===== src/pkg/flash_guard_pkg.sv =====
// Constants and types of the serial flash write-protection block.
// Assumes one system clock; serial pins are sampled, not used as clocks.
`default_nettype none
package flash_guard_pkg;
  // Command opcodes
  localparam logic [7:0] OP_WRITE_UNLOCK = 8'h06;
  localparam logic [7:0] OP_WRITE_LOCK = 8'h04;
  localparam logic [7:0] OP_STATUS_WRITE = 8'h01;
  localparam logic [7:0] OP_PAGE_PROGRAM = 8'h02;
  localparam logic [7:0] OP_QUAD_PROGRAM = 8'h38;
  localparam logic [7:0] OP_SECTOR_WIPE = 8'h20;
  localparam logic [7:0] OP_BLOCK_WIPE = 8'hd8;
  localparam logic [7:0] OP_CHIP_WIPE_A = 8'h60;
  localparam logic [7:0] OP_CHIP_WIPE_B = 8'hc7;
  localparam logic [7:0] OP_SLEEP = 8'hb9;
  localparam logic [7:0] OP_WAKE = 8'hab;
  // Status byte field positions
  localparam int SR_GUARD_LSB = 2;
  localparam int SR_LOCKOUT_BIT = 7;
  // Reset values
  localparam logic [3:0] GUARD_RST = 4'h0;
  localparam logic LOCKOUT_RST = 1'b0;
  // Address map
  localparam int ADDR_W = 21;
  localparam int BLOCK_LSB = 16;
  localparam int SECTOR_LSB = 12;
  localparam logic [8:0] OTP_CUST_START = 9'h010;
  localparam logic [8:0] OTP_TOP = 9'h1ff;
  // Frame lengths in bytes
  localparam logic [2:0] LEN_SINGLE = 3'h1;
  localparam logic [2:0] LEN_STATUS = 3'h2;
  localparam logic [2:0] LEN_ADDR = 3'h4;
  localparam logic [2:0] LEN_PROGRAM = 3'h5;
  // Command kinds
  typedef enum logic [3:0] {
    K_NONE = 4'h0, K_UNLOCK = 4'h1, K_LOCK = 4'h2, K_STATUS = 4'h3,
    K_PROGRAM = 4'h4, K_QUAD = 4'h5, K_SECTOR = 4'h6, K_BLOCK = 4'h7,
    K_CHIP = 4'h8, K_SLEEP = 4'h9, K_WAKE = 4'ha, K_OTP_IN = 4'hb,
    K_OTP_OUT = 4'hc, K_LOCKREG = 4'hd
  } kind_type;
  // Frame states
  typedef enum logic {ST_STANDBY = 1'b0, ST_SHIFT = 1'b1} state_type;
  // Executed command
  typedef struct packed {
    kind_type kind;
    logic otp;
    logic [ADDR_W-1:0] addr;
  } cmd_type;
  // Protection state
  typedef struct packed {
    logic [3:0] guard;
    logic lockout;
    logic write_enable_latch;
    logic otp_mode;
    logic sleep;
    logic factory_lock;
    logic customer_lock;
  } status_type;
endpackage
`default_nettype wire


===== src/hdl/flash_guard.sv =====
// Write-protection logic of a serial flash: frame checking, enable latch,
// region guard, pin guard, one-time area and address decode.
// Assumes serial pins asynchronous to i_clk and much slower than it.
`timescale 1ns/10ps
`default_nettype none
module flash_guard #(
  parameter logic [7:0] OP_OTP_IN = 8'h70, // Arbitrary value
  parameter logic [7:0] OP_OTP_OUT = 8'h71, // Arbitrary value
  parameter logic [7:0] OP_LOCKREG = 8'h72 // Arbitrary value
) (
  // Clock and reset
  input wire logic i_clk,
  input wire logic i_rst_b,
  // Serial pins
  input wire logic i_sclk,
  input wire logic i_cs_b,
  input wire logic i_io0,
  input wire logic i_guard_pin_io2,
  // Mode and stored locks
  input wire logic i_quad_mode,
  input wire logic i_factory_lock_nv,
  input wire logic i_customer_lock_nv,
  // Command results
  output logic o_exec,
  output logic o_refuse,
  output flash_guard_pkg::cmd_type o_cmd,
  output logic [4:0] o_block,
  output logic [3:0] o_sector,
  // Protection state
  output flash_guard_pkg::status_type o_status,
  output logic o_security_bit0
);
  import flash_guard_pkg::*;

  logic [1:0] rst_sync; // Reset release chain
  logic rst_b; // Synchronised reset
  logic [1:0] sclk_sync, cs_sync, io0_sync, wp_sync; // Pin chains
  logic sclk_q, cs_q; // Previous samples
  logic sclk_rise, cs_rise, cs_fall; // Pin edges
  state_type state; // Frame state
  logic [2:0] bit_cnt; // Bits in current byte
  logic [2:0] byte_cnt; // Whole bytes, saturating
  logic [7:0] shift; // Byte being shifted in
  logic [7:0] op; // First byte
  logic [7:0] sdata; // Second byte
  logic [ADDR_W-1:0] addr; // Address bytes
  logic [7:0] next_byte; // Byte with new bit
  status_type st; // Protection state
  logic lock_loaded; // Stored locks captured
  kind_type kind; // Decoded first byte
  logic need_unlock, len_ok, prot, blocked, frame_end, exec, clr_latch;
  logic pin_guard; // Status bits shielded
  logic [4:0] blk; // Addressed block

  // Reset release chain
  always_ff @(posedge i_clk or negedge i_rst_b)
  begin
    if (!i_rst_b)
      rst_sync <= 2'h0;
    else
      rst_sync <= {rst_sync[0], 1'b1};
  end
  assign rst_b = rst_sync[1];

  // Two-stage pin synchronisers
  always_ff @(posedge i_clk or negedge rst_b)
  begin
    if (!rst_b)
    begin
      sclk_sync <= 2'h0;
      cs_sync <= 2'h3;
      io0_sync <= 2'h0;
      wp_sync <= 2'h3;
      sclk_q <= 1'b0;
      cs_q <= 1'b1;
    end
    else
    begin
      sclk_sync <= {sclk_sync[0], i_sclk};
      cs_sync <= {cs_sync[0], i_cs_b};
      io0_sync <= {io0_sync[0], i_io0};
      wp_sync <= {wp_sync[0], i_guard_pin_io2};
      sclk_q <= sclk_sync[1];
      cs_q <= cs_sync[1];
    end
  end
  assign sclk_rise = sclk_sync[1] & ~sclk_q & ~cs_sync[1];
  assign cs_rise = cs_sync[1] & ~cs_q;
  assign cs_fall = ~cs_sync[1] & cs_q;
  assign next_byte = {shift[6:0], io0_sync[1]};
  assign frame_end = (state == ST_SHIFT) && cs_rise;

  // Frame state
  always_ff @(posedge i_clk or negedge rst_b)
  begin
    if (!rst_b)
      state <= ST_STANDBY;
    else
      case (state)
        ST_STANDBY: if (cs_fall) state <= ST_SHIFT;
        ST_SHIFT: if (cs_rise) state <= ST_STANDBY;
        default: state <= ST_STANDBY;
      endcase
  end

  // Bit and byte gathering
  always_ff @(posedge i_clk or negedge rst_b)
  begin
    if (!rst_b)
    begin
      bit_cnt <= 3'h0;
      byte_cnt <= 3'h0;
      shift <= 8'h00;
      op <= 8'h00;
      sdata <= 8'h00;
      addr <= '0;
    end
    else if (cs_fall)
    begin
      bit_cnt <= 3'h0;
      byte_cnt <= 3'h0;
    end
    else if (sclk_rise && state == ST_SHIFT)
    begin
      shift <= next_byte;
      bit_cnt <= bit_cnt + 3'h1;
      if (bit_cnt == 3'h7)
      begin
        // Byte complete
        if (byte_cnt != 3'h7)
          byte_cnt <= byte_cnt + 3'h1;
        if (byte_cnt == 3'h0)
          op <= next_byte;
        if (byte_cnt == 3'h1)
          sdata <= next_byte;
        if (byte_cnt >= 3'h1 && byte_cnt <= 3'h3)
          addr <= {addr[ADDR_W-9:0], next_byte};
      end
    end
  end

  // Opcode decode and length checking
  always_comb
  begin
    case (op)
      OP_WRITE_UNLOCK: kind = K_UNLOCK;
      OP_WRITE_LOCK: kind = K_LOCK;
      OP_STATUS_WRITE: kind = K_STATUS;
      OP_PAGE_PROGRAM: kind = K_PROGRAM;
      OP_QUAD_PROGRAM: kind = K_QUAD;
      OP_SECTOR_WIPE: kind = K_SECTOR;
      OP_BLOCK_WIPE: kind = K_BLOCK;
      OP_CHIP_WIPE_A, OP_CHIP_WIPE_B: kind = K_CHIP;
      OP_SLEEP: kind = K_SLEEP;
      OP_WAKE: kind = K_WAKE;
      OP_OTP_IN: kind = K_OTP_IN;
      OP_OTP_OUT: kind = K_OTP_OUT;
      OP_LOCKREG: kind = K_LOCKREG;
      default: kind = K_NONE;
    endcase
    // Whole bytes only; exact count per kind, a minimum count for program and wake
    case (kind)
      K_STATUS: len_ok = byte_cnt == LEN_STATUS;
      K_PROGRAM, K_QUAD: len_ok = byte_cnt >= LEN_PROGRAM;
      K_SECTOR, K_BLOCK: len_ok = byte_cnt == LEN_ADDR;
      K_WAKE: len_ok = byte_cnt >= LEN_SINGLE;
      K_NONE: len_ok = 1'b0;
      default: len_ok = byte_cnt == LEN_SINGLE;
    endcase
    len_ok = len_ok && bit_cnt == 3'h0;
    need_unlock = kind inside {K_STATUS, K_PROGRAM, K_QUAD, K_SECTOR, K_BLOCK,
                            K_CHIP, K_LOCKREG};
  end

  // Region guard lookup
  assign blk = addr[ADDR_W-1:BLOCK_LSB];
  always_comb
  begin
    case (st.guard)
      4'h0: prot = 1'b0;
      4'h1: prot = blk >= 5'h1f;
      4'h2: prot = blk >= 5'h1e;
      4'h3: prot = blk >= 5'h1c;
      4'h4: prot = blk >= 5'h18;
      4'h5: prot = blk >= 5'h10;
      4'ha: prot = blk < 5'h10;
      4'hb: prot = blk < 5'h18;
      4'hc: prot = blk < 5'h1c;
      4'hd: prot = blk < 5'h1e;
      4'he: prot = blk < 5'h1f;
      default: prot = 1'b1;
    endcase
  end

  // Shielding of status bits by the guard pin
  assign pin_guard = st.lockout && !wp_sync[1] && !i_quad_mode;

  // Refusal causes beyond length and latch
  always_comb
  begin
    blocked = 1'b0;
    case (kind)
      K_STATUS: blocked = pin_guard;
      K_PROGRAM, K_QUAD:
        if (st.otp_mode)
          blocked = st.customer_lock || (st.factory_lock &&
                    addr[8:0] < OTP_CUST_START) || addr[8:0] > OTP_TOP;
        else
          blocked = prot;
      K_SECTOR, K_BLOCK: blocked = st.otp_mode || prot;
      K_CHIP: blocked = st.otp_mode || st.guard != GUARD_RST;
      K_LOCKREG: blocked = st.customer_lock;
      default: blocked = 1'b0;
    endcase
    exec = frame_end && len_ok && (!st.sleep || kind == K_WAKE)
           && (!need_unlock || st.write_enable_latch) && !blocked;
    clr_latch = frame_end && len_ok && !st.sleep && (need_unlock || kind == K_LOCK);
  end

  // Protection state, updated at frame end and by the stored-lock load after release
  always_ff @(posedge i_clk or negedge rst_b)
  begin
    if (!rst_b)
    begin
      st.guard <= GUARD_RST;
      st.lockout <= LOCKOUT_RST;
      st.write_enable_latch <= 1'b0;
      st.otp_mode <= 1'b0;
      st.sleep <= 1'b0;
      st.factory_lock <= 1'b0;
      st.customer_lock <= 1'b0;
      lock_loaded <= 1'b0;
    end
    else
    begin
      // Stored locks picked up once after release
      if (!lock_loaded)
      begin
        lock_loaded <= 1'b1;
        st.factory_lock <= i_factory_lock_nv;
        st.customer_lock <= i_customer_lock_nv;
      end
      if (clr_latch)
        st.write_enable_latch <= 1'b0;
      if (exec)
        case (kind)
          K_UNLOCK: st.write_enable_latch <= 1'b1;
          K_STATUS:
          begin
            st.guard <= sdata[SR_GUARD_LSB+3:SR_GUARD_LSB];
            st.lockout <= sdata[SR_LOCKOUT_BIT];
          end
          K_SLEEP: st.sleep <= 1'b1;
          K_WAKE: st.sleep <= 1'b0;
          K_OTP_IN: st.otp_mode <= 1'b1;
          K_OTP_OUT: st.otp_mode <= 1'b0;
          K_LOCKREG: st.customer_lock <= 1'b1;
          default: st.sleep <= st.sleep;
        endcase
    end
  end

  // Command result outputs
  always_ff @(posedge i_clk or negedge rst_b)
  begin
    if (!rst_b)
    begin
      o_exec <= 1'b0;
      o_refuse <= 1'b0;
      o_cmd <= '0;
    end
    else
    begin
      o_exec <= exec;
      o_refuse <= frame_end && kind != K_NONE && !exec;
      if (exec)
      begin
        o_cmd.kind <= kind;
        o_cmd.otp <= st.otp_mode;
        o_cmd.addr <= addr;
      end
    end
  end
  assign o_block = o_cmd.addr[ADDR_W-1:BLOCK_LSB];
  assign o_sector = o_cmd.addr[BLOCK_LSB-1:SECTOR_LSB];
  assign o_status = st;
  assign o_security_bit0 = st.factory_lock;
endmodule
`default_nettype wire


===== config.mk =====
export PLATFORM = sky130hd
export DESIGN_NAME = flash_guard
export DESIGN_NICKNAME = d
export VERILOG_FILES = /design/src/pkg/flash_guard_pkg.sv /design/src/hdl/flash_guard.sv
export SDC_FILE = /design/constraint.sdc
export NUM_CORES = 1
export LEC_CHECK = 0
export BUFFER_PORTS_ARGS = -buffer_cell sky130_fd_sc_hd__buf_2
export CAP_MARGIN = 20
export CORE_ASPECT_RATIO = 1.1
export CORE_MARGIN = 5
export CORE_UTILIZATION = 40
export CTS_BUF_LIST = sky130_fd_sc_hd__clkbuf_4 sky130_fd_sc_hd__clkbuf_8
export CTS_CLUSTER_DIAMETER = 100
export DETAILED_ROUTE_END_ITERATION = 10
export GPL_TIMING_DRIVEN = 0
export PLACE_DENSITY_LB_ADDON = 0.3
export SYNTH_ARGS = -nofsm -noshare
export SYNTH_HDL_FRONTEND = slang
export SYNTH_SLANG_ARGS = --single-unit

===== constraint.sdc =====
create_clock -name i_clk -period 4.6 [get_ports i_clk]
set_input_delay 0.92 -clock i_clk [delete_from_list [all_inputs] [get_ports i_clk]]
set_output_delay 0.92 -clock i_clk [all_outputs]
set_load 0.01 [all_outputs]

After elaboration in Yosys (flattened, before gate mapping)
Cells that the tools add are included.

Magnitude comparators: 15. Eq/ne operators: 42. Bitwise gates (word level): 9. Mux-type cells: 22. Reduce and logical (&&, ||, !) cells: 51. Add/subtract/negate cells: 2.

Operators with widths (count): 4-bit one-hot mux with 13 select lines (1); 4-bit equality test, second input constant (11); 8-bit by 7-bit equality test with 1-bit output, second input constant (4); 8-bit equality test, second input constant (4); 5-bit >= comparator, second input constant (5); 5-bit less-than comparator, second input constant (5); 4-bit by 3-bit equality test with 1-bit output, second input constant (6); 3-bit 2-to-1 mux (7); 4-bit by 2-bit equality test with 1-bit output, second input constant (4); 8-bit by 3-bit equality test with 1-bit output, second input constant (2); 8-bit by 6-bit equality test with 1-bit output, second input constant (2); 1-bit logical AND (15); 4-bit AND reduction (3); 1-bit one-hot mux with 11 select lines (1); 1-bit one-hot mux with 5 select lines (2); 2-bit nonzero test (5); 9-bit > comparator, second input constant (1); 9-bit by 5-bit less-than comparator with 1-bit output, second input constant (1); 4-bit by 1-bit equality test with 1-bit output, second input constant (2); 8-bit by 1-bit equality test with 1-bit output, second input constant (1); 8-bit by 2-bit equality test with 1-bit output, second input constant (1); 4-bit logical NOT (2); 1-bit 2-to-1 mux (8); 2-bit AND reduction (4); other kinds (18) (44).

Output and inout port bits: 48. Register bits after elaboration: 102. Word-level logic and storage cells: 168.

Depth between registers and ports, before layout
Gate-level depths: netlist of run 1.

Depth after elaboration: 13. Gate-level depth with buffers: 11. Depth with buffers taken out: 9.

Worst setup path before layout of run 1
OpenSTA, ideal clock, no wires.

Kind: register to register. Start: register op[4]. End: register o_cmd, in the netlist o_block[4]. Library setup time: 0.125 ns. Required time: 4.475 ns. Data arrival time: 2.482 ns. Slack: 1.992 ns. Cell stages (with the launch flop): 12. Clock period less this slack: 2.608 ns. Path through: dfrtp_1 buf_6 or3_1 nand3b_1 a21o_1 nor3b_1 o221ai_4 nand4_4 a21oi_2 buf_6 buf_8 mux2_4.

Word-level cells in the longest chain between the ends: 11.

RTL lines: from (decl) (RTL line flash_guard.sv:44) `logic [7:0] op;`; from (signal assigned) (RTL line flash_guard.sv:133) `op <= next_byte;`; 8-bit by 7-bit equality test with 1-bit output / 8-bit equality test (equally long branches) (RTL line flash_guard.sv:145) `case (op)`; 2-bit OR reduction (RTL line flash_guard.sv:145); 4-bit one-hot mux with 13 select lines (*) (RTL line flash_guard.sv:145); 4-bit by 3-bit equality test with 1-bit output (RTL line flash_guard.sv:162, flash_guard.sv:171, flash_guard.sv:202); 2-bit OR reduction (RTL line flash_guard.sv:162, flash_guard.sv:202); 1-bit one-hot mux with 5 select lines (RTL line flash_guard.sv:162) `case (kind)`; 1-bit logical AND (RTL line flash_guard.sv:170) `len_ok = len_ok && bit_cnt == 3'h0;`; 1-bit logical AND (2 in series) (RTL line flash_guard.sv:215) `exec = frame_end && len_ok && (!st.sleep || kind == K_WAKE)`; 1-bit logical AND (RTL line flash_guard.sv:216) `&& (!need_unlock || st.write_enable_latch) && !blocked;`; 1-bit logical AND (*) (RTL line flash_guard.sv:216); to (decl) (RTL line flash_guard.sv:26) `output flash_guard_pkg::cmd_type o_cmd,`.

Mark *: on every way between the ends. The rest lies on a longest branch, timed or not. A chain may end at the register's enable or synchronous reset.

Worst setup path after layout of run 1
Start: register op[3]. End: register o_cmd[14] in the netlist's numbering.

The elaborated chain is that of the path after synthesis.

==> results of run 1 <==
-- synthesized netlist by cell type, drive strengths merged (3+ instances only) --
cell,instances
clkbuf,4
nand3b,3
mux2,72
a21oi,8
nand4,5
ha,8
nor4,5
inv,11
o22ai,3
nand3,6
nor2b,10
dfstp,5
mux2i,4
buf,17
nor4b,4
nor3,3
nand2,18
o21ai,11
dfrtp,94
nor2,19
o31ai,5
nand2b,3
-- layer usage --
layer | track usage | up-vias
met5 | 0 | -
met4 | 0.05560 | 0
met3 | 0.03156 | 17
li1 | - | 1432
met2 | 0.2373 | 64
met1 | 0.2006 | 1532
-- kinds of logic after synthesis --
logic type | after synthesis | synth area share
compound gates | 46 | 0.07288
xor+xnor | 3 | 0.005691
fa+ha+maj | 9 | 0.02384
buf+inv | 32 | 0.04253
flops | 99 | 0.5378
mux | 76 | 0.1891
other cells | 1 | 0.0008120
simple gates | 94 | 0.1273
-- flip-flops by register name, indices dropped and copies added (netlist names), 2 cells and up --
signal     cells
o_block        5
bit_cnt        3
wp_sync        2
o_cmd         21
sdata          5
io0_sync       2
sclk_sync      2
byte_cnt       3
o_status       9
op             8
shift          7
rst_sync       2
cs_sync        2
addr          21
-- cell type report --
type / count / area (µm²)
fillers: 1082 / 6090
plain buffers: 21 / 155.1
clock buffers: 9 / 123.9
inverters: 11 / 41.29
flip-flops and latches: 99 / 2487
clock inverters: 7 / 48.80
repair buffers: 58 / 312.8
well taps: 150 / 187.7
multi-input cells: 230 / 1942
-- path summary, 6_finish.rpt --
kind | startpoint | end | slack, ns
max | op[3] | o_cmd[14] | 1.50
max reg2reg | op[3] | o_cmd[14] | 1.50
min | rst_sync[1] | o_cmd[2] | 0.27
min in group i_clk | io0_sync[0] | io0_sync[1] | 0.36
max in group asynchronous | rst_sync[1] | lock_loaded | 3.67
min reg2reg | rst_sync[1] | o_cmd[2] | 0.27
-- metrics by stage --
stage               area (µm²)  utilization  setup WS (ns)
finish                    5299       0.4653          1.500
floorplan                 4622            -          1.647
CTS                       5294       0.4648          1.477
global placement          5090       0.4469         0.6066
detailed placement        5121       0.4497          1.500
global route              5299       0.4653          1.325
-- report_power, final --
part           total [W]  switching, W  internal [W]
Clock           0.000523      0.000322      0.000201
Combinational  0.0000428     0.0000231     0.0000197
Sequential      0.000911     0.0000228      0.000888
==> metrics list, run 1 <==
- The run finished with clean final reports.
- In the synthesized netlist, the number of instances is 360.
- Pin placement for this block handled 57 I/O pins.
* Detailed Route Iter0 Violations: 144
* Fraction of layout cells with a size suffix above 1: 0.4207
- The net count of the finished layout is 447.
- In the post-synthesis netlist, the biggest area contributors are dfrtp_1, mux2_2, dfstp_2.
* Routed length on met3: 421 µm
- Setup repair after global routing left no endpoint under its margin.
- Summed over all failing endpoints, the final setup total negative slack is 0 ns.
- In the synthesized netlist the async set-or-reset flop fraction comes to 1.000.
- Along the worst path, the maximum fanout reaches 10.
- After detailed routing, the wire length on met1 is 4445 µm.
* Cts repair resizes: 0
* Number of H-tree branching levels: 3
- Leaving out fill and tap cells, the most frequent cell in the layout is dfrtp_1.
- Setup violations remaining at the end of the flow were counted as 0.
- Highest-count cells in the layout ignoring fill and taps: dfrtp_1, mux2_2, buf_2
* Core footprint: 0.01139 mm²
- Wirelength per Cell: 16.88 µm
- First-pass GRT wire length: 16220 µm
* Post-synthesis sequential element count: 99
- The detailed router used layers up to and including met4.
- Counting buffers and inverters, the worst setup path is 11 cells deep.
- Worst-case vdd ir drop: 0.1559 mV
* Standard-cell rows: 41
- At the pin with the least slew margin, the transition time is 0.7070 ns.
- Broken down by cell family, the worst path's largest delay share belongs to simple AND/OR/NAND/NOR gates.
- Sum of buffers and inverters on the critical path: 3
- The Yosys step of the flow raised 0 warnings.
- The count of pins over their slew limit was 0.
- Final non-filler cell total: 585
- TritonCTS built the clock tree.
* Netlist Area Pre-Place: 0.004618 mm²
- Counting flops with a built-in enable in the synthesized netlist gives 0.
- Diodes inserted: 0
- From bottom edge to top edge, the die measures 122.7 µm.
- On the worst path, the slowest cell contributes a delay of 0.41 ns.
* Cell chosen for the clock root: clkbuf_8
- Cell breakdown of the critical path: buf_6 -> nor4bb_1 -> and4b_1 -> nor3_2 -> o211ai_1 -> o221ai_4 -> nand4_4 -> a21oi_2 -> buf_6 -> buf_8 -> mux2_4
- The congestion estimate from routability-driven global placement came to 0.8882.
- Dividing the final minimum period by the clock period gives 0.6739.
- Number of DRC violations after detailed routing: 0
- The number of antenna violations at the first check in global routing came to 0.
* Largest area contributor in the netlist: dfrtp_1
- Post-synth top flop: dfrtp_1
- The clock net in this run drives a total of 99 sinks.
- Number of global-route vias before repair: 3063
- Class of the worst hold path: register to async pin
* CTS hold repair buffers: 0
* CTS clock-pin slew for the worst setup and hold paths: 0.10 ns
- The routed design has 9876 µm of wire.
- Global route total overflow: 0
- Counting stages on the worst path, the most repeated cell is buf_6.
* Slowest cell on the critical path: nor3_2
* Vias: 3045
- Clock tree synthesis inserted a total of 9 buffers.
- Dividing the detail-routed via count by the number of cells gives 5.205.
- For this design the ratio of total power to cell area is 278.8 mW/mm².
- Final Critical Period: 3.100 ns
- Sequential share of the synthesized area: 0.5378
* Clk_lat worst skew: 0.37 ns
* Static leakage: 2.661 nW
- Entering global routing, the biggest net connects 70 pins.
- Of the post-synthesis cell area, the dominant cell type holds 0.5093.
* Worst EP arrival: 3.36 ns
* Maximum frequency from static timing analysis: 0.3226 GHz
- Counting along the longest clock path gives a buffer depth of 2.
- In this run the post-CTS setup repair buffer count came out at 0.
- Critical Path RT: 4.86 ns
- The count of final hold-check violations came to 0.
* Die area: 0.01380 mm²
- In this run the remaining antenna-violating nets after routing total 0.
- After synthesis, the mean cell area works out to 12.83 µm².
* Met2 wire length: 4761 µm
- Reg2reg path depth: 11
* Critical path class: register to register
- Number of distinct library cells after synthesis: 68
- The pre-antenna-repair detailed-routing pass consisted of 4 iterations.
- The area growth from synthesis to layout is 14.74%.
* Count of buffers inserted at the top-level ports: 56
* Post-route worst hold slack: 0.2661 ns
- Width of the die: 112.5 µm
- Reported max-cap violation count: 0
- For the final database, setup skew stands at 0.01153 ns.
* Initial core utilization: 0.4055
- Critical Path End Type: register
* Total Power Consumption: 0.001477 W
- Global router's overall resource usage: 0.1487
- After legalization and detailed placement, the total HPWL measured 7293 µm.
- The worst setup path is launched from a register.
* Slew headroom: 0.5222
- Dpl cells: 568
(Power assumes the default switching activity.)
==> inputs of run 2 (changes only) <==
Clock period 4.6 ns to 2.8 ns, I/O delays scaled along.
==> run 2 against run 1 <==
Against the previous run: the run now ends with setup timing left; flip-flop and latch count is the same; power grew 73%; global-route usage grew 0.60 points; sequential share of layout area shrank 3.5 points; wire length grew 6.8%; clock power grew 90%; first-iteration DRC count grew 33%; non-clock buffer count grew 24; fmax grew 9.0%; sequential power grew 65%; critical path depth is the same; largest cell class unchanged.
==> metrics list, run 2 (same netlist as run 1, synthesis figures left out) <==
- Status: finished, violations left (was finished clean)
- The final reports fail on setup timing.
* Vias: 3170 (was 3045)
- Hold Path Cell Cnt: 1
- The number of nets in the finished design was 471 (was 447).
* Count of buffers inserted at the top-level ports: 56 (unchanged)
- The count of pins over their slew limit is 0 (unchanged).
- Height of the die: 122.7 µm (unchanged)
- Static leakage: 2.839 nW (was 2.661 nW)
* Worst EP arrival: 3.10 ns (was 3.36 ns)
- Final cycle utilization of the critical path: 1.016 (was 0.6739)
- Initial antenna violation count: 0 (unchanged)
* Wirelength per Cell: 17.32 µm (was 16.88 µm)
- Width of the die: 112.5 µm (unchanged)
* Critical Path RT: 3.06 ns (was 4.86 ns)
* Cell chosen for the clock root: clkbuf_8 (unchanged)
* End point of the worst hold path: wp_sync[0]
* Count of TritonRoute iterations in the first routing pass: 4 (unchanged)
- Critical R2R Capture: o_cmd[0] (was o_cmd[14])
- Min-Delay Startpoint: i_guard_pin_io2
- Worst R2R Start: op[3] (unchanged)
- Standard-cell rows: 41 (unchanged)
- Util after Layout: 0.5044 (was 0.4653)
- Initial core utilization: 0.4055 (unchanged)
- The via count of the first global-routing pass is 3203 (was 3063).
- The post-detailed-route count of antenna-violating nets is 0 (unchanged).
* Reg2reg path depth: 11 (unchanged)
- The final-report setup violation count came to 15 (was 0).
- The number of fillers in the final layout is 1049 (was 1082).
- Reported max-cap violation count: 0 (unchanged)
- Longest Clk Path Bufs: 2 (unchanged)
- The ratio of cells with drive above 1 in the final layout came to 0.4902 (was 0.4207).
- Power density over cell area: 445.8 mW/mm² (was 278.8 mW/mm²)
- The minimum period implied by the final worst setup slack was 2.844 ns (was 3.100 ns).
- The largest driver fanout on the critical path was 7 (was 10).
* Via-per-instance ratio: 5.205 (about the same)
* Layout overhead on the synthesized area: 24.38% (was 14.74%)
- Storage cell area: 0.002494 mm² (was 0.002487 mm²)
- The type of the most critical hold path is primary input to register (was register to async pin).
* Clk_lat worst skew: 0.37 ns (about the same)
- Dpl cells: 568 (unchanged)
- Startpoint type of the worst setup path: register (unchanged)
* Critical path class: register to register (unchanged)
* Critical Path End Type: register (unchanged)
- Core footprint: 0.01139 mm² (unchanged)
- Global router's overall resource usage: 0.1547 (was 0.1487)
* Drt total wl: 10550 µm (was 9876 µm)
- Number of H-tree branching levels: 3 (unchanged)
- The final non-filler cell area was 0.005744 mm² (was 0.005299 mm²).
- The post-detailed-route DRC marker count was 0 (unchanged).
- Endpoints failing hold: 0 (unchanged)
- Die area: 0.01380 mm² (unchanged)
- The final antenna diode count was 0 (unchanged).
* Slew at the pin closest to its max-slew limit: 1.122 ns (was 0.7070 ns)
* CTS clock-pin slew for the worst setup and hold paths: 0.11 ns (was 0.10 ns)
- Highest-count cells in the layout ignoring fill and taps: dfrtp_1, mux2_2, buf_2 (unchanged).
* Worst-case vdd ir drop: 0.2697 mV (was 0.1559 mV)
* Pin count of the biggest net entering global routing: 61 (was 70)
* Clock tree from TritonCTS: yes (unchanged)
- The number of violations reported at the end of detailed-routing iteration 0 is 191 (was 144).
* Most common cell after layout, fill and taps aside: dfrtp_1 (unchanged)
* Global route total overflow: 0 (unchanged)
* Worst clock skew: 0.01533 ns (was 0.01153 ns)
- The placed cell area came to 0.005121 mm² (unchanged).
- The final setup slack of the worst path was -0.04432 ns (was 1.500 ns).
* Weighted congestion reported at the end of routability-driven placement: 0.8360 (was 0.8882)
- The worst reg-to-reg setup slack is -0.04 ns (was 1.50 ns).
* First-pass GRT wire length: 16810 µm (was 16220 µm)
- Final non-filler cell total: 609 (was 585)
* Slew headroom: 0.2413 (was 0.5222)
- Maximum frequency from static timing analysis: 0.3516 GHz (was 0.3226 GHz)
- The clock sink count came to 99 (unchanged).
- The HPWL after detailed placement was 7250 µm (was 7293 µm).
* Area occupied by multi-input gates: 0.002085 mm² (was 0.001942 mm²)
- The number of buffers inserted during clock tree synthesis came to 9 (unchanged).
* Total Power Consumption: 0.002561 W (was 0.001477 W)
- Setup TNS: -0.4114 ns (was 0 ns)
- RSZ-0062 raised after global routing: yes (was no)
- Number of primary I/O pins: 57 (unchanged)
[run 2: through the flow]
stage	hold WS [ns]	worst slack, ns
2_1_floorplan	0.2644	0.1925
3_3_place_gp	0.3326	-0.2449
3_5_place_dp	0.3332	-0.2973
4_1_cts	0.2611	-0.009922
5_1_grt	0.2466	-0.1248
6_report	0.2758	-0.04432
[run 2: layout make-up]
type                            instances  area share
Timing Repair Buffer                   82     0.09540
Sequential cell                        99      0.4341
Buffer                                 21     0.03006
Clock inverter                          7     0.01612
Multi-Input combinational cell        230      0.3629
Clock buffer                            9     0.02156
Inverter                               11    0.007188
Tap cell                              150     0.03267
[run 2: power breakdown]
part	leakage (nW)	total, W	internal, W	switching, W
clock	0.109	0.000993	0.000437	0.000556
sequential	1.32	0.00150	0.00146	0.0000407
combinational	1.41	0.0000678	0.0000332	0.0000346
[run 2: layer usage]
metal  up-vias  track usage  wire length (µm)
li1       1489            -                 -
met1      1573       0.2013              4526
met2        80       0.2448              5191
met3        28      0.03895               452
met4         0      0.06987               377
met5         -            0                 0
[run 2: worst max-delay path: stages, from the launching register on]
cell	delay, ns
dfrtp_1	0.39
buf_6	0.13
nor4bb_4	0.15
and4b_2	0.29
nor3_4	0.25
o211ai_1	0.20
o221ai_4	0.29
nand4_4	0.18
a21oi_4	0.25
buf_8	0.16
buf_12	0.14
mux2_4	0.30
[run 2: worst max path at each step]
stage	start	end	cells after the start	slack (ns)
2_1_floorplan	op[4]	o_block[4]	11	0.19
3_3_place_gp	op[5]	o_cmd[25]	10	-0.24
3_5_place_dp	op[7]	o_cmd[15]	10	-0.30
4_1_cts	op[3]	o_cmd[0]	11	-0.01
5_1_grt	op[3]	o_cmd[0]	11	-0.12
6_report	op[3]	o_cmd[0]	11	-0.04
[run 2: timing repair]
action	CTS	global route
gates cloned	0	1
gates resized for setup	22	22
endpoints found under the hold margin	2	0
pin swaps	5	9
endpoints found under the setup margin	52	44
buffers inserted	10	13
hold buffers	1	0
==> inputs of run 3 (changes only) <==
Settings changed: REMOVE_ABC_BUFFERS from default to 1, SKIP_LAST_GASP from default to 1.
==> run 3 against run 2 <==
Against the previous run: largest cell class unchanged; flip-flop and latch count unchanged; sequential share of layout area increased by 0.49 points; the run now ends clean; register-to-register slack improved by 0.11 ns; count of clock-buffer cells in the layout unchanged; final cell count decreased by 2.3%; fmax increased by 3.9%; die area unchanged; first-iteration DRC count decreased by 5.8%; clock skew decreased by 0.0063 ns; critical path depth increased by 2.
==> metrics list, run 3 (same netlist as run 1, synthesis figures left out) <==
- Status: finished clean (was finished, violations left)
- Final cycle utilization of the critical path: 0.9774 (was 1.016)
- The maximum number of pins on one net before global-route repair is 63 (was 61).
- The leakage component of the power was 2.775 nW (was 2.839 nW).
- The total area of multi-input combinational cells came to 0.002127 mm² (was 0.002085 mm²).
* Global route total overflow: 0 (unchanged)
- Highest-count cells in the layout ignoring fill and taps: dfrtp_1, mux2_2, buf_2 (unchanged)
- The number of nets in the finished design came to 457 (was 471).
* Weighted congestion reported at the end of routability-driven placement: 0.8059 (was 0.8360)
- Reported max-cap violation count: 0 (unchanged)
- Total of fill cells in the finished design: 1006 (was 1049)
- Critical path class: register to register (unchanged)
* Clock Sink Count: 99 (unchanged)
- Clock tree from TritonCTS: yes (unchanged)
- The number of antenna violations at the first check in global routing was 0 (unchanged).
* Antenna Violating Nets Remaining: 0 (unchanged)
- The maximum root-to-sink buffer count was 2 (unchanged).
* Drt total wl: 9913 µm (was 10550 µm)
- The ratio of cells with drive above 1 in the final layout was 0.4944 (was 0.4902).
* Width of the die: 112.5 µm (unchanged)
- The clock latency reported for the late side of the worst-skew pair is 0.37 ns (about the same).
* Maximum frequency from static timing analysis: 0.3654 GHz (was 0.3516 GHz)
- Final setup viols: 0 (was 15)
- Setup TNS: 0 ns (was -0.4114 ns)
* Standard-cell rows: 41 (unchanged)
- The final non-filler cell area was 0.005685 mm² (was 0.005744 mm²).
* Total clock buffers created by CTS: 9 (unchanged)
- Critical Path RT: 3.07 ns (was 3.06 ns)
* Slew headroom: 0.6065 (was 0.2413)
* Slew at the pin closest to its max-slew limit: 0.5849 ns (was 1.122 ns)
* Worst clock skew: 0.009004 ns (was 0.01533 ns)
- The global-route wire length before repair was 16190 µm (was 16810 µm).
- Number of pins exceeding their max-slew limit in the final report: 0 (unchanged)
- The combined flip-flop and latch cell area was 0.002496 mm² (was 0.002494 mm²).
* Count of buffers inserted at the top-level ports: 56 (unchanged)
* Height of the die: 122.7 µm (unchanged)
- The floorplan core area was 0.01139 mm² (unchanged).
* Detailed Route Iter0 Violations: 180 (was 191)
* Wirelength per Cell: 16.66 µm (was 17.32 µm)
- The data arrival time of the critical path came to 3.00 ns (was 3.10 ns).
- Global router's overall resource usage: 0.1489 (was 0.1547)
* Final Critical Period: 2.737 ns (was 2.844 ns)
* Layout overhead on the synthesized area: 23.11% (was 24.38%)
* Total cell area at the placement stage: 0.005031 mm² (was 0.005121 mm²)
* Critical path peak fanout: 5 (was 7)
* Most common cell after layout, fill and taps aside: dfrtp_1 (unchanged)
- Via-per-instance ratio: 5.202 (was 5.205)
- Number of DRC violations after detailed routing: 0 (unchanged)
- The full die area is 0.01380 mm² (unchanged).
- Diodes inserted: 0 (unchanged)
* Vias: 3095 (was 3170)
- The top-level I/O count came to 57 (unchanged).
* Critical Path End Type: register (unchanged)
* Cell chosen for the clock root: clkbuf_8 (unchanged)
- RSZ-0062 raised after global routing: yes (unchanged)
- Worst-case vdd ir drop: 0.1900 mV (was 0.2697 mV)
* Number of H-tree branching levels: 3 (unchanged)
- Class of the worst hold path: primary input to register (unchanged)
- CTS clock-pin slew for the worst setup and hold paths: 0.10 ns (was 0.11 ns)
* Count of TritonRoute iterations in the first routing pass: 4 (unchanged)
- Util after Layout: 0.4992 (was 0.5044)
- The HPWL after detailed placement was 6543 µm (was 7250 µm).
- The power density relative to cell area was 443.9 mW/mm² (was 445.8 mW/mm²).
* Post-route worst hold slack: 0.2803 ns (was 0.2758 ns)
- The startpoint type of the worst setup path is a register (unchanged).
- The via count of the first global-routing pass came to 3223 (was 3203).
- Initial core utilization: 0.4055 (unchanged)
- The count of final hold-check violations is 0 (unchanged).
## run 3: final timing paths
kind	slack [ns]	from	cells after the start	to
setup reg to reg	0.06	op[4]	13	o_cmd[4]
max in group asynchronous	1.78	rst_sync[1]	1	cs_sync[1]
hold / removal	0.28	i_guard_pin_io2	1	wp_sync[0]
hold reg to reg	0.30	rst_sync[1]	0	o_cmd[13]
min in group asynchronous	0.30	rst_sync[1]	0	o_cmd[13]
setup / recovery	0.06	op[4]	13	o_cmd[4]
## run 3: critical path, cell delays in order, from the launching register on
cell       delay [ns]
dfrtp_2          0.45
buf_6            0.13
nor4_4           0.30
buf_4            0.18
buf_6            0.12
nand2_8          0.06
a21oi_4          0.13
o31ai_2          0.09
a311o_1          0.37
nand4_4          0.14
a21oi_4          0.05
buf_6            0.15
clkbuf_16        0.16
mux2_4           0.29
## run 3: metal layers
layer	share of wire	GRT usage	vias up	wire length (µm)
li1	-	-	1450	-
met1	0.46	0.1906	1561	4534
met2	0.48	0.2429	67	4757
met3	0.037	0.03649	17	366
met4	0.026	0.06161	0	255
met5	0	0	-	0
## run 3: stage by stage
step | setup WS, ns | total power, W | cells
final | 0.06321 | 0.002524 | 595
after global routing | -0.1081 | 0.002634 | 595
after CTS | 0.01187 | 0.002559 | 583
after detailed placement | -0.5356 | 0.001592 | 549
after global placement | -1.317 | 0.001582 | 546
after floorplan | -0.4633 | 0.001553 | 340
## run 3: what timing repair did
item	CTS	global route
setup buffers	16	11
gates resized for setup	21	22
hold endpoints to repair	2	0
pin swaps	3	8
endpoints found under the setup margin	69	46
cloned	1	1
hold buffers	1	0
## run 3: area by class of cell
class                   count  share of cell area
clock buffers               9             0.02179
multi-input cells         230              0.3741
clock inverters             7             0.01563
flip-flops and latches     99              0.4390
inverters                  11            0.007262
well taps                 150             0.03301
repair buffers             89              0.1092
## run 3: report_power, final
part / internal, W / switching [W]
combinational: 0.0000325 / 0.0000343
sequential: 0.00146 / 0.0000371
clock: 0.000430 / 0.000531
total: 0.00192 / 0.000603
